--- src/rtl/ioic_consts.svh ---
// Constants for the I/O board interrupt controller
// Assumes inclusion by the package and design modules only
`ifndef IOIC_CONSTS_SVH
`define IOIC_CONSTS_SVH
`define IOIC_LEVELS        16
`define IOIC_LVL_W         4
`define IOIC_LVL_UNUSED    4'h0
`define IOIC_LVL_SCSI      4'h1
`define IOIC_LVL_PAGEOVF   4'h3
`define IOIC_LVL_MONO      4'h5
`define IOIC_LVL_ETHER     4'h7
`define IOIC_LVL_SERIAL    4'h9
`define IOIC_LVL_KBD       4'hb
`define IOIC_LVL_SYSTIM    4'hd
`define IOIC_LVL_PROFTIM   4'hf
`define IOIC_PAGE_W        12
`define IOIC_VEC_BASE      8'h40
`define IOIC_KBD_REL_BYTES 2'h2
`endif

--- src/rtl/ioic_pkg.sv ---
// Types shared by the interrupt controller files
// Assumes ioic_consts.svh sits in the include path
`include "ioic_consts.svh"
package ioic_pkg;
    typedef struct packed {
        logic                    valid;
        logic [`IOIC_LVL_W-1:0] level;
        logic [7:0]              vector;
    } ioic_vec_t;
    typedef enum logic [2:0] {
        IOIC_IDLE = 3'b001,
        IOIC_POST = 3'b010,
        IOIC_WAIT = 3'b100
    } ioic_state_t;
endpackage

--- src/rtl/ioic_dma_addr.sv ---
// SCSI DMA address counter that halts at page boundaries
// Assumes step pulses come from DMA logic on the same clock
`timescale 1ns/100ps
`include "ioic_consts.svh"
module ioic_dma_addr
    import ioic_pkg::*;
#(
    parameter int ADDR_W = 32,
    parameter int PAGE_W = `IOIC_PAGE_W
) (
    // Clock and reset
    input  wire logic              clock,
    input  wire logic              rst_n,
    // CPU load of the next page address
    input  wire logic              load,
    input  wire logic [ADDR_W-1:0] load_addr,
    // Byte step request from the SCSI side
    input  wire logic              step,
    // Status
    output logic      [ADDR_W-1:0] addr_q,
    output logic                   halted_q,
    output logic                   overflow
);
    initial begin
        if (PAGE_W < 1 || PAGE_W >= ADDR_W) $error("ioic_dma_addr: bad PAGE_W");
    end

    logic last_in_page;
    assign last_in_page = &addr_q[PAGE_W-1:0];
    // Crossing would leave the page: stop instead and raise the level
    assign overflow = step && !halted_q && !load && last_in_page;

    // Address count; CPU load wins and releases the halt
    always_ff @(posedge clock or negedge rst_n) begin
        if (!rst_n) begin
            addr_q <= '0;
        end else if (load) begin
            addr_q <= load_addr;
        end else if (step && !halted_q && !last_in_page) begin
            addr_q <= addr_q + ADDR_W'(1);
        end
    end

    // Halt holds until software reloads the counter
    always_ff @(posedge clock or negedge rst_n) begin
        if (!rst_n) begin
            halted_q <= 1'b0;
        end else if (load) begin
            halted_q <= 1'b0;
        end else if (overflow) begin
            halted_q <= 1'b1;
        end
    end
endmodule

--- src/rtl/ioic_top.sv ---
// Interrupt controller on the slow peripheral bus
// Assumes same-clock sources except the raw pin requests
`timescale 1ns/100ps
`include "ioic_consts.svh"
module ioic_top
    import ioic_pkg::*;
#(
    parameter int    ADDR_W   = 32,
    parameter int    PAGE_W   = `IOIC_PAGE_W,
    parameter logic [7:0] VEC_BASE = `IOIC_VEC_BASE
) (
    // Clock and reset
    clock,
    rst_n,
    // Asynchronous device requests, one-cycle or level edges
    vme_irq,
    scsi_irq,
    mono_irq,
    ether_irq,
    serial_irq,
    sys_timer_irq,
    prof_timer_irq,
    // Keyboard byte strobe, same clock
    kbd_byte,
    // SCSI DMA counter
    dma_step,
    dma_load,
    dma_load_addr,
    dma_addr,
    dma_halted,
    // System bus request and acknowledge
    irq_req,
    irq_level,
    irq_ack,
    // Slow bus vector read
    vector_bus,
    vector_valid
);
    input  wire logic              clock;
    input  wire logic              rst_n;
    input  wire logic [7:1]        vme_irq;
    input  wire logic              scsi_irq;
    input  wire logic              mono_irq;
    input  wire logic              ether_irq;
    input  wire logic              serial_irq;
    input  wire logic              sys_timer_irq;
    input  wire logic              prof_timer_irq;
    input  wire logic              kbd_byte;
    input  wire logic              dma_step;
    input  wire logic              dma_load;
    input  wire logic [ADDR_W-1:0] dma_load_addr;
    output logic      [ADDR_W-1:0] dma_addr;
    output logic                   dma_halted;
    output logic                   irq_req;
    output logic [`IOIC_LVL_W-1:0] irq_level;
    input  wire logic              irq_ack;
    output logic [7:0]             vector_bus;
    output logic                   vector_valid;

    localparam int NLVL = `IOIC_LEVELS;
    initial begin
        if (NLVL != 16) $error("ioic_top: level count must be sixteen");
    end

    // Reset release through two flops
    logic [1:0] rst_sync_q;
    logic       rst_i_n;
    always_ff @(posedge clock or negedge rst_n) begin
        if (!rst_n) rst_sync_q <= 2'b00;
        else        rst_sync_q <= {rst_sync_q[0], 1'b1};
    end
    assign rst_i_n = rst_sync_q[1];

    // Pin requests pass two flops before any logic
    logic [12:0] pin_s1_q, pin_s2_q, pin_s3_q;
    always_ff @(posedge clock or negedge rst_i_n) begin
        if (!rst_i_n) begin
            pin_s1_q <= '0;
            pin_s2_q <= '0;
        end else begin
            pin_s1_q <= {prof_timer_irq, sys_timer_irq, serial_irq, ether_irq,
                         mono_irq, scsi_irq, vme_irq};
            pin_s2_q <= pin_s1_q;
        end
    end
    // Rising edge history, reads only the second stage
    always_ff @(posedge clock or negedge rst_i_n) begin
        if (!rst_i_n) pin_s3_q <= '0;
        else          pin_s3_q <= pin_s2_q;
    end
    logic [12:0] pin_rise;
    assign pin_rise = pin_s2_q & ~pin_s3_q;

    // DMA page counter supplies the page-overflow source
    logic page_ovf;
    ioic_dma_addr #(
        .ADDR_W (ADDR_W),
        .PAGE_W (PAGE_W)
    ) u_dma (
        .clock     (clock),
        .rst_n     (rst_i_n),
        .load      (dma_load),
        .load_addr (dma_load_addr),
        .step      (dma_step),
        .addr_q    (dma_addr),
        .halted_q  (dma_halted),
        .overflow  (page_ovf)
    );

    // Map each source onto its own level
    logic [NLVL-1:0] set_lvl;
    always_comb begin
        set_lvl = '0;
        for (int i = 1; i <= 7; i++) begin
            set_lvl[2*i] = pin_rise[i-1];
        end
        set_lvl[`IOIC_LVL_SCSI]    = pin_rise[7];
        set_lvl[`IOIC_LVL_PAGEOVF] = page_ovf;
        set_lvl[`IOIC_LVL_MONO]    = pin_rise[8];
        set_lvl[`IOIC_LVL_ETHER]   = pin_rise[9];
        set_lvl[`IOIC_LVL_SERIAL]  = pin_rise[10];
        set_lvl[`IOIC_LVL_KBD]     = kbd_byte;
        set_lvl[`IOIC_LVL_SYSTIM]  = pin_rise[11];
        set_lvl[`IOIC_LVL_PROFTIM] = pin_rise[12];
        set_lvl[`IOIC_LVL_UNUSED]  = 1'b0;
    end

    // Highest set bit among eight, used for both halves
    function automatic logic [3:0] ioic_pick8(input logic [7:0] v);
        logic [3:0] r;
        r = 4'h0;
        for (int k = 0; k < 8; k++) begin
            if (v[k]) r = {1'b1, 3'(k)};
        end
        return r;
    endfunction

    // Pending flags; set beats the acceptance clear
    logic [NLVL-1:0] pend_q;
    logic [NLVL-1:0] clr_lvl;
    always_ff @(posedge clock or negedge rst_i_n) begin
        if (!rst_i_n) pend_q <= '0;
        else          pend_q <= (pend_q & ~clr_lvl) | set_lvl;
    end

    // Even and odd selectors feed the priority scan
    logic [7:0] even_v, odd_v;
    logic [3:0] even_p, odd_p;
    always_comb begin
        for (int j = 0; j < 8; j++) begin
            even_v[j] = pend_q[2*j];
            odd_v[j]  = pend_q[2*j+1];
        end
    end
    assign even_p = ioic_pick8(even_v);
    assign odd_p  = ioic_pick8(odd_v);

    // Descending scan: compare best even and best odd
    logic       any_pend;
    logic [3:0] top_lvl;
    always_comb begin
        any_pend = even_p[3] | odd_p[3];
        if (odd_p[3] && (!even_p[3] || odd_p[2:0] >= even_p[2:0])) begin
            top_lvl = {odd_p[2:0], 1'b1};
        end else begin
            top_lvl = {even_p[2:0], 1'b0};
        end
    end

    // Request and vector sequencing
    ioic_state_t state_q;
    ioic_vec_t   post_q;
    always_ff @(posedge clock or negedge rst_i_n) begin
        if (!rst_i_n) begin
            state_q <= IOIC_IDLE;
        end else begin
            case (state_q)
                IOIC_IDLE: if (any_pend) state_q <= IOIC_POST;
                IOIC_POST: if (irq_ack)  state_q <= IOIC_WAIT;
                IOIC_WAIT: state_q <= IOIC_IDLE;
                default:   state_q <= IOIC_IDLE;
            endcase
        end
    end

    // Level is frozen while offered so the ack matches it
    always_ff @(posedge clock or negedge rst_i_n) begin
        if (!rst_i_n) begin
            post_q <= '0;
        end else if (state_q == IOIC_IDLE && any_pend) begin
            post_q.level <= top_lvl;
        end else if (state_q == IOIC_POST && irq_ack) begin
            post_q.valid  <= 1'b1;
            post_q.vector <= VEC_BASE | {4'h0, post_q.level};
        end
    end

    // Clear exactly the accepted level
    always_comb begin
        clr_lvl = '0;
        if (state_q == IOIC_POST && irq_ack) clr_lvl[post_q.level] = 1'b1;
    end

    assign irq_req      = (state_q == IOIC_POST);
    assign irq_level    = post_q.level;
    assign vector_bus   = post_q.vector;
    assign vector_valid = post_q.valid;
endmodule

--- config.mk ---
export PLATFORM = sky130hd
export DESIGN_NAME = ioic_top
export DESIGN_NICKNAME = d
export VERILOG_FILES = /design/src/rtl/ioic_pkg.sv /design/src/rtl/ioic_dma_addr.sv /design/src/rtl/ioic_top.sv
export VERILOG_INCLUDE_DIRS = /design/src /design/src/rtl
export SDC_FILE = /design/constraint.sdc
export NUM_CORES = 1
export LEC_CHECK = 0
export BUFFER_PORTS_ARGS = -buffer_cell sky130_fd_sc_hd__buf_4
export CAP_MARGIN = 10
export CORE_ASPECT_RATIO = 1.25
export CORE_MARGIN = 2
export CORE_UTILIZATION = 50
export CTS_BUF_LIST = sky130_fd_sc_hd__clkbuf_4
export DETAILED_ROUTE_END_ITERATION = 7
export GPL_TIMING_DRIVEN = 0
export PLACE_DENSITY = 0.77
export SYNTH_ARGS = -nofsm -noshare
export SYNTH_HDL_FRONTEND = slang
export SYNTH_SLANG_ARGS = --single-unit
--- constraint.sdc ---
create_clock -name clock -period 2.8 [get_ports clock]
set_input_delay 0.84 -clock clock [delete_from_list [all_inputs] [get_ports clock]]
set_output_delay 0.84 -clock clock [all_outputs]
set_load 0.02 [all_outputs]
==> results of run 1 <==
-- layer usage --
layer / vias to the layer above / track usage / part of all wire
li1: 1500 / - / -
met1: 1462 / 0.287 / 0.45
met2: 82 / 0.311 / 0.48
met3: 18 / 0.0316 / 0.040
met4: 0 / 0.0826 / 0.025
met5: - / 0 / 0
-- cells by family (layout without fill, tap and decap cells) --
logic type               after synthesis  count (layout)  synth area share
other                                  2               4           0.00178
multiplexers                          15              15            0.0391
XOR/XNOR                              20              20            0.0414
AND/OR/NAND/NOR                      130             130             0.177
buffers and inverters                 35             145            0.0352
AO/OA/AOI/OAI                         70              70            0.0896
adder cells (fa/ha/maj)                4               4            0.0118
flip-flops                           102             102             0.604
-- sequential cells by signal, summed over array words and instances (netlist names) --
name and count:
u_dma.addr_q 32, pend_q 16, pin_s1_q 13, pin_s2_q 13, pin_s3_q 13, irq_level 4
vector_bus 4, state_q 3, rst_sync_q 2, u_dma.halted_q 1, vector_valid 1
-- cells in the mapped netlist, types with 5 or more instances --
library cell  number  share of area
xnor2_1            8          0.017
o21ai_0           50          0.059
nand2b_1           7          0.010
nor3_1             5         0.0059
dfrtp_1          101           0.60
nand2_1           57          0.051
inv_1             22          0.020
clkbuf_1           7         0.0062
nand3_1            9          0.011
mux2_2            12          0.032
nand4_1           10          0.015
nor2_1            11         0.0098
xor2_1            12          0.025
a21oi_1            7         0.0083
-- cells in the final DEF (no fill, tap or decap), types with 2 or more instances in the layout --
cell type and instances:
buf_4 97, dfrtp_1 100, or2_2 2, nor4_4 3, and4_1 2, nand3_1 9
o31ai_1 3, nor4_1 4, nor3_1 5, a21oi_1 7, o21ai_0 50, o21ai_1 3
or4_1 2, buf_2 2, nand4_1 10, mux2_2 12, and2_1 3, inv_1 22
mux2i_1 3, and4bb_1 3, nor2_1 11, clkbuf_1 7, inv_8 2, clkbuf_4 9
nand2_1 57, conb_1 4, nand2b_1 7, xnor2_1 8, nor4b_2 2, xor2_1 12
ha_1 4, o21ai_2 2, clkinv_8 3
-- worst max path at each step --
stage	end	slack, ns	cells past startpoint
floorplan	irq_level[2]$_DFFE_PN0P_	0.54	7
global placement	irq_level[2]$_DFFE_PN0P_	0.40	7
detailed placement	irq_level[2]$_DFFE_PN0P_	0.36	7
CTS	irq_level[2]$_DFFE_PN0P_	0.30	7
global route	irq_level[2]$_DFFE_PN0P_	0.15	7
finish	irq_level[2]$_DFFE_PN0P_	0.29	7
-- where the power goes --
group / leakage (nW) / total [mW] / switching, mW / internal (mW)
clock network: 0.0789 / 0.767 / 0.546 / 0.221
logic: 1.15 / 0.766 / 0.430 / 0.336
registers: 1.17 / 1.83 / 0.179 / 1.65
total: 2.40 / 3.36 / 1.15 / 2.21
-- area by class of cell --
type,instances,area [sq um],share of cell area
sequential,102,2560,0.488
multi-input combinational,243,1530,0.293
timing repair buffer,94,726,0.138
tap,97,121,0.0232
clock inverter,7,87.6,0.0167
inverter,22,82.6,0.0158
clock buffer,9,67.6,0.0129
buffer,13,66.3,0.0126
-- worst register-to-register path: cells and delay by family (launching register included) --
family / cells / cell delay, ns
muxes: 1 / 0.35
DFF: 1 / 0.44
adders and majority gates: 1 / 0.35
and+or+nand+nor: 1 / 0.60
AOI/OAI and AO/OA: 4 / 0.71
==> results.yml, run 1 <==
status:
  outcome: "finished clean"
worst_setup_path:
  crit_buf_inv: 0
  crit_slowest_cell: "or4_1"
  r2r-end: "irq_level[2]$_DFFE_PN0P_"
  slowest_delay_ns: 0.60
  reg2reg_setup_slack_ns: 0.29
  ff2ff_path_depth: 7
  critPathTopFamily: "compound AO/OA/AOI/OAI gates"
  cp-end-kind: "flop"
  cp_common_cell: "o21ai_0"
  required_ns: 3.17
  worstPathArrival_ns: 2.88
  crit_start: "pend_q[9]$_DFF_PN0_"
  r2r-start: "pend_q[9]$_DFF_PN0_"
  crit_type: "reg -> reg"
  worstPathMaxFanout: 4
  cp-start-kind: "flop"
  crit_chain: "or4_1 > ha_1 > a21oi_1 > o21ai_0 > o21ai_2 > mux2_2 > o21ai_0"
timing:
  relSlewSlack: 0.573
  clock.fmax_ghz: 0.399
  whs_ns: 0.143
  min_period_over_period: 0.895
  final-setup-viol-count: 0
  slew_violations: 0
  worst_slew_pin_slew_ns: 0.641
  grt_setup_unrepaired: "no"
  clock_skew_ns: 0.0182
  finalCriticalPeriod_ns: 2.51
  fin_tns_setup_ns: 0
  setup_slack_ns: 0.294
  hold_viol_final: 0
grt:
  track_usage: 0.202
  antenna_found_initial: 0
  grt-ovfl-total: 0
  grt_pass1_vias: 3032
  grt_pass1_wl_microns: 14500
  grt_max_degree: 75
cts:
  htreeDepth: 3
  cts_buffers: 9
  cts_tree: "yes"
  clockBufferDepth: 2
  cts.sinks: 102
  cts-root-buf: "clkbuf_4"
  clkLatencyLatePin_ns: 0.44
  ctsResizeCount: 0
  cts.reportedPaths.clkPinSlew_ns: 0.17
  cts_hold_buf: 0
  post-cts-setup-buffers: 0
synthesis:
  syn_inst: 378
  yosys_warnings: 0
  ys_seq_area_frac: 0.604
  yosysUniqueCellTypes: 46
  synth_edf_count: 0
  synth.avg_cell_area_sq_um: 11.2
  ys_seq_elements: 102
  syn_area_sq_um: 4230
  async_flop_share: 1.00
  synth-main-ff-cell: "dfrtp_1"
floorplanning:
  initial_utilization: 0.513
  pin_count: 98
  row_count: 37
  die_area_sq_um: 9210
  die_h_microns: 107
  core_sq_um: 8240
  dieWidth_microns: 86.3
detailed_routing:
  drtPass1Iterations: 4
  wire_per_inst_microns: 14.7
  drt_wl_total_microns: 8630
  vias: 3062
  drc: 0
  ant_nets: 0
  drt_iter0_markers: 144
  avgViaCountPerCell: 5.22
job:
  maxCapViolCount: 0
placed_design:
  portBuffers: 93
  dp_hpwl_microns: 6360
  gp_congestion: 0.873
  place_ws_ns: 0.358
  post_dp_cell_area_sq_um: 5090
  place_inst: 571
power_and_ir_drop:
  p_leak_nw: 2.40
  ir_drop_mv: 0.325
  powerDensity_nw_per_um2: 641
  power_mw: 3.36
finish:
  diodes: 0
  drive_gt1_frac: 0.294
  final_cells: 587
  nNetsFinal: 540
  fin_area_sq_um: 5240
  fin_util: 0.636
  area_delta_synth_final_pct: 24.0
  fillerInstances: 681
hold_path:
  hp-class: "in -> async"
No activity file was read; power rests on OpenSTA's default activity.
==> run 2: changes to the inputs <==
--- a/config.mk
+++ b/config.mk
@@ -15,6 +15,7 @@
 export DETAILED_ROUTE_END_ITERATION = 7
 export GPL_TIMING_DRIVEN = 0
 export PLACE_DENSITY = 0.77
+export RECOVER_POWER = 25
 export SYNTH_ARGS = -nofsm -noshare
 export SYNTH_HDL_FRONTEND = slang
 export SYNTH_SLANG_ARGS = --single-unit
==> run 2 against run 1 <==
Compared with the run above: cell count did not move; sequential power is essentially flat; setup slack got worse by 0.0046 ns; non-clock buffer count unchanged; sequential share of layout area is essentially flat; combinational power about the same; clock skew is essentially flat; die area unchanged; critical path type unchanged; critical endpoint unchanged; highest routed layer unchanged.
==> results.yml, run 2 (synthesized netlist as in run 1, its figures left out) <==
timing:
  clock.fmax_ghz: 0.398
  relSlewSlack: 0.256
  hold_viol_final: 0
  grt_setup_unrepaired: "no"
  slew_violations: 0
  final-setup-viol-count: 0
  min_period_over_period: 0.897
  finalCriticalPeriod_ns: 2.51
  clock_skew_ns: 0.0183
  fin_tns_setup_ns: 0
  worst_slew_pin_slew_ns: 1.12
cts:
  ctsResizeCount: 0
  clockBufferDepth: 2
  clkLatencyLatePin_ns: 0.44
  post-cts-setup-buffers: 0
  cts.sinks: 102
  cts-root-buf: "clkbuf_4"
  htreeDepth: 3
  cts.reportedPaths.clkPinSlew_ns: 0.17
  cts_tree: "yes"
  cts_buffers: 9
  cts_hold_buf: 0
hold_path:
  hp-class: "in -> async"
finish:
  largest_register_ffs: 32
  top_regs: "u_dma.addr_q (32), pend_q (16)"
  drive_gt1_frac: 0.290
  final_common_cell: "dfrtp_1"
  final_cell_mix: "101 x dfrtp_1, 83 x buf_4, 57 x nand2_1"
  diodes: 0
  largest-register: "u_dma.addr_q"
  area_delta_synth_final_pct: 23.8
  fin_util: 0.635
  nNetsFinal: 540
  fin_area_sq_um: 5240
grt:
  grt_pass1_vias: 3032
  grt_pass1_wl_microns: 14500
  track_usage: 0.202
  antenna_found_initial: 0
  grt-ovfl-total: 0
  grt_max_degree: 75
detailed_routing:
  drt_wl_total_microns: 8650
  drc: 0
  avgViaCountPerCell: 5.21
  ant_nets: 0
  vias: 3061
  wire_per_inst_microns: 14.7
  drtPass1Iterations: 4
  drt_iter0_markers: 140
worst_setup_path:
  r2r-start: "pend_q[9]$_DFF_PN0_"
  critPathTopFamily: "compound AO/OA/AOI/OAI gates"
  crit_buf_inv: 0
  crit_type: "reg -> reg"
  cp-start-kind: "flop"
  ff2ff_path_depth: 7
  reg2reg_setup_slack_ns: 0.29
  r2r-end: "irq_level[2]$_DFFE_PN0P_"
  cp-end-kind: "flop"
  worstPathMaxFanout: 4
  crit_slowest_cell: "or4_1"
  required_ns: 3.17
  cp_common_cell: "o21ai_0"
  crit_start: "pend_q[9]$_DFF_PN0_"
  worstPathArrival_ns: 2.88
  crit_chain: "or4_1 > ha_1 > a21oi_1 > o21ai_0 > o21ai_2 > mux2_2 > o21ai_0"
  slowest_delay_ns: 0.60
floorplanning:
  pin_count: 98
  die_h_microns: 107
  core_sq_um: 8240
  row_count: 37
  initial_utilization: 0.513
  dieWidth_microns: 86.3
  die_area_sq_um: 9210
power_and_ir_drop:
  p_sw_frac: 0.344
  power_frac_comb: 0.228
  powerDensity_nw_per_um2: 642
  seqPwrFrac: 0.544
  p_leak_nw: 2.39
  netSwitchingPower_mw: 1.16
  power_mw: 3.36
  ir_drop_mv: 0.324
  p_clk_frac: 0.229
  p_int_mw: 2.20
placed_design:
  gp_congestion: 0.873
  post_dp_cell_area_sq_um: 5090
  dp_hpwl_microns: 6360
  portBuffers: 93
job:
  maxCapViolCount: 0
status:
  outcome: "finished clean"
## run 2: changes by cell type in the layout (fill, tap and decap cells not counted)
| cell | before | now |
|---|---|---|
| buf_4 | 97 | 83 |
| clkbuf_4 | 9 | 22 |
| clkbuf_1 | 7 | 8 |
| dfrtp_1 | 100 | 101 |
| dfrtp_4 | 1 | 0 |
## run 2: metal layers
metal	GRT usage	vias up	wire length, microns
li1	-	1499	-
met2	0.311	83	4160
met4	0.0826	0	216
met3	0.0316	18	343
met1	0.287	1461	3930
met5	0	-	0
## run 2: final cells by class
type,count,area [sq um]
inverter,22,82.6
timing repair buffer,94,722
fill,685,3010
multi-input combinational,243,1530
clock inverter,7,87.6
sequential,102,2550
clock buffer,9,67.6
buffer,13,66.3
tap,97,121
## run 2: power by group through the flow
| stage | logic (mW) | registers, mW | clock network [mW] |
|---|---|---|---|
| floorplan | 0.311 | 1.96 | 0 |
| global placement | 0.728 | 1.86 | 0 |
| detailed placement | 0.772 | 1.86 | 0 |
| CTS | 0.776 | 1.83 | 0.792 |
| global route | 0.841 | 1.85 | 0.866 |
| finish | 0.765 | 1.83 | 0.769 |
## run 2: stage by stage
stage / setup WS (ns) / std cells / hold slack [ns]
after floorplan: 0.540 / 380 / 0.331
after global placement: 0.401 / 570 / 0.334
after global routing: 0.152 / 587 / 0.0917
final: 0.289 / 587 / 0.150
after CTS: 0.299 / 587 / 0.109
after detailed placement: 0.358 / 571 / 0.251
## run 2: worst max-delay path by stage
stage | end | slack, ns | depth (start not counted)
after floorplan | irq_level[2]$_DFFE_PN0P_ | 0.54 | 7
after global placement | irq_level[2]$_DFFE_PN0P_ | 0.40 | 7
after detailed placement | irq_level[2]$_DFFE_PN0P_ | 0.36 | 7
after CTS | irq_level[2]$_DFFE_PN0P_ | 0.30 | 7
after global routing | irq_level[2]$_DFFE_PN0P_ | 0.15 | 7
final | irq_level[2]$_DFFE_PN0P_ | 0.29 | 7
==> run 3: changes to the inputs <==
--- a/config.mk
+++ b/config.mk
@@ -14,8 +14,9 @@
 export CTS_BUF_LIST = sky130_fd_sc_hd__clkbuf_4
 export DETAILED_ROUTE_END_ITERATION = 7
 export GPL_TIMING_DRIVEN = 0
-export PLACE_DENSITY = 0.77
+export PLACE_DENSITY = 0.89
 export RECOVER_POWER = 25
+export SKIP_CTS_REPAIR_TIMING = 1
 export SYNTH_ARGS = -nofsm -noshare
 export SYNTH_HDL_FRONTEND = slang
 export SYNTH_SLANG_ARGS = --single-unit
==> run 3 against run 2 <==
Compared with the run above: count of clock-buffer cells in the layout did not move; first-iteration DRC count increased by 24%; power up 1.7%; clock skew shrank 0.0048 ns; clock power grew 6.0%; cell count is 0.17% higher; largest cell class unchanged.
==> results.yml, run 3 (synthesized netlist as in run 1, its figures left out) <==
detailed_routing:
  drt_iter0_markers: 173
  drtPass1Iterations: 4
  vias: 3195
  drc: 0
  ant_nets: 0
  wire_per_inst_microns: 15.3
  drt_wl_total_microns: 9020
  avgViaCountPerCell: 5.43
grt:
  grt_pass1_vias: 3077
  antenna_found_initial: 1
  track_usage: 0.204
  grt_max_degree: 72
  grt-ovfl-total: 0
  grt_pass1_wl_microns: 14500
floorplanning:
  core_sq_um: 8240
  dieWidth_microns: 86.3
  initial_utilization: 0.513
  die_h_microns: 107
  die_area_sq_um: 9210
  pin_count: 98
  row_count: 37
worst_setup_path:
  worstPathMaxFanout: 4
  ff2ff_path_depth: 7
  crit_type: "reg -> reg"
  crit_chain: "or4_1 > ha_1 > a21oi_1 > o21ai_0 > o21ai_2 > mux2_2 > o21ai_0"
  cp-end-kind: "flop"
  required_ns: 3.18
  crit_buf_inv: 0
  crit_slowest_cell: "or4_1"
  critPathTopFamily: "compound AO/OA/AOI/OAI gates"
  cp-start-kind: "flop"
  worstPathArrival_ns: 2.90
  cp_common_cell: "o21ai_0"
  worstSetupPathDepth: 7
  slowest_delay_ns: 0.59
timing:
  final-setup-viol-count: 0
  hold_viol_final: 0
  relSlewSlack: 0.209
  worst_slew_pin_slew_ns: 1.19
  slew_violations: 0
  fin_tns_setup_ns: 0
  clock_skew_ns: 0.0135
  whs_ns: 0.129
  clock.fmax_ghz: 0.398
  grt_setup_unrepaired: "no"
  finalCriticalPeriod_ns: 2.51
  min_period_over_period: 0.898
status:
  outcome: "finished clean"
finish:
  largest_register_ffs: 32
  final_common_cell: "dfrtp_1"
  drive_gt1_frac: 0.288
  nNetsFinal: 540
  final_cell_mix: "101 x dfrtp_1, 83 x buf_4, 57 x nand2_1"
  top_regs: "u_dma.addr_q (32), pend_q (16)"
  fillerInstances: 652
  largest-register: "u_dma.addr_q"
  area_delta_synth_final_pct: 23.9
job:
  maxCapViolCount: 0
power_and_ir_drop:
  ir_drop_mv: 0.360
  powerDensity_nw_per_um2: 652
  p_leak_nw: 2.40
cts:
  cts.reportedPaths.clkPinSlew_ns: 0.16
  clockBufferDepth: 2
  cts.sinks: 102
  cts_buffers: 9
  cts_tree: "yes"
  htreeDepth: 3
  clkLatencyLatePin_ns: 0.47
  cts-root-buf: "clkbuf_4"
placed_design:
  gp_congestion: 0.883
  portBuffers: 93
  dp_hpwl_microns: 6650
hold_path:
  hp-class: "in -> async"
[run 3: cell count changes in the layout (fill, tap and decap cells not counted)]
cell,before,now
inv_6,1,2
clkinvlp_4,1,0
bufinv_16,0,1
diode_2,0,1
clkinv_1,0,1
clkinv_8,3,1
[run 3: power by group]
group          internal, mW  switching (mW)
registers              1.65           0.190
logic                 0.334           0.431
clock network         0.296           0.519
total                  2.28            1.14
[run 3: path summary, 6_finish.rpt]
path	start	endpoint	slack, ns
worst max-delay path	pend_q[9]$_DFF_PN0_	irq_level[2]$_DFFE_PN0P_	0.29
max in group asynchronous	rst_sync_q[1]$_DFF_PN0_	state_q[0]$_DFFE_PN1P_	1.37
min in group clock	pin_s1_q[6]$_DFF_PN0_	pin_s2_q[6]$_DFF_PN0_	0.36
worst min register to register	pin_s1_q[6]$_DFF_PN0_	pin_s2_q[6]$_DFF_PN0_	0.36
worst max register to register	pend_q[9]$_DFF_PN0_	irq_level[2]$_DFFE_PN0P_	0.29
worst min-delay path	rst_n	rst_sync_q[0]$_DFF_PN0_	0.13
[run 3: final cells by class]
| class | count | area, sq um | area share |
|---|---|---|---|
| clock buffer | 9 | 67.6 | 0.0129 |
| tap | 97 | 121 | 0.0232 |
| antenna | 1 | 2.50 | 0.000478 |
| inverter | 22 | 82.6 | 0.0158 |
| timing repair buffer | 94 | 722 | 0.138 |
| clock inverter | 7 | 90.1 | 0.0172 |
| sequential | 102 | 2550 | 0.487 |
| multi-input combinational | 243 | 1530 | 0.293 |
| buffer | 13 | 66.3 | 0.0127 |
[run 3: worst register-to-register path, stage by stage (launching register included)]
cell	delay (ns)
dfrtp_1	0.44
or4_1	0.59
ha_1	0.34
a21oi_1	0.13
o21ai_0	0.19
o21ai_2	0.23
mux2_2	0.36
o21ai_0	0.16
[run 3: metrics by stage]
stage,std cells,setup WS [ns],utilization,power [mW],instance area [sq um]
2_1_floorplan,380,0.540,-,2.27,4240
3_3_place_gp,570,0.426,0.614,2.59,5060
3_5_place_dp,571,0.316,0.617,2.64,5090
4_1_cts,587,0.279,0.637,3.45,5250
5_1_grt,588,0.160,0.636,3.62,5240
6_report,588,0.286,0.636,3.42,5240
[run 3: metal layers]
| layer | share of wire | GRT usage |
|---|---|---|
| met1 | 0.41 | 0.252 |
| met2 | 0.50 | 0.328 |
| met3 | 0.057 | 0.0516 |
| met4 | 0.034 | 0.107 |
| met5 | 0 | 0 |
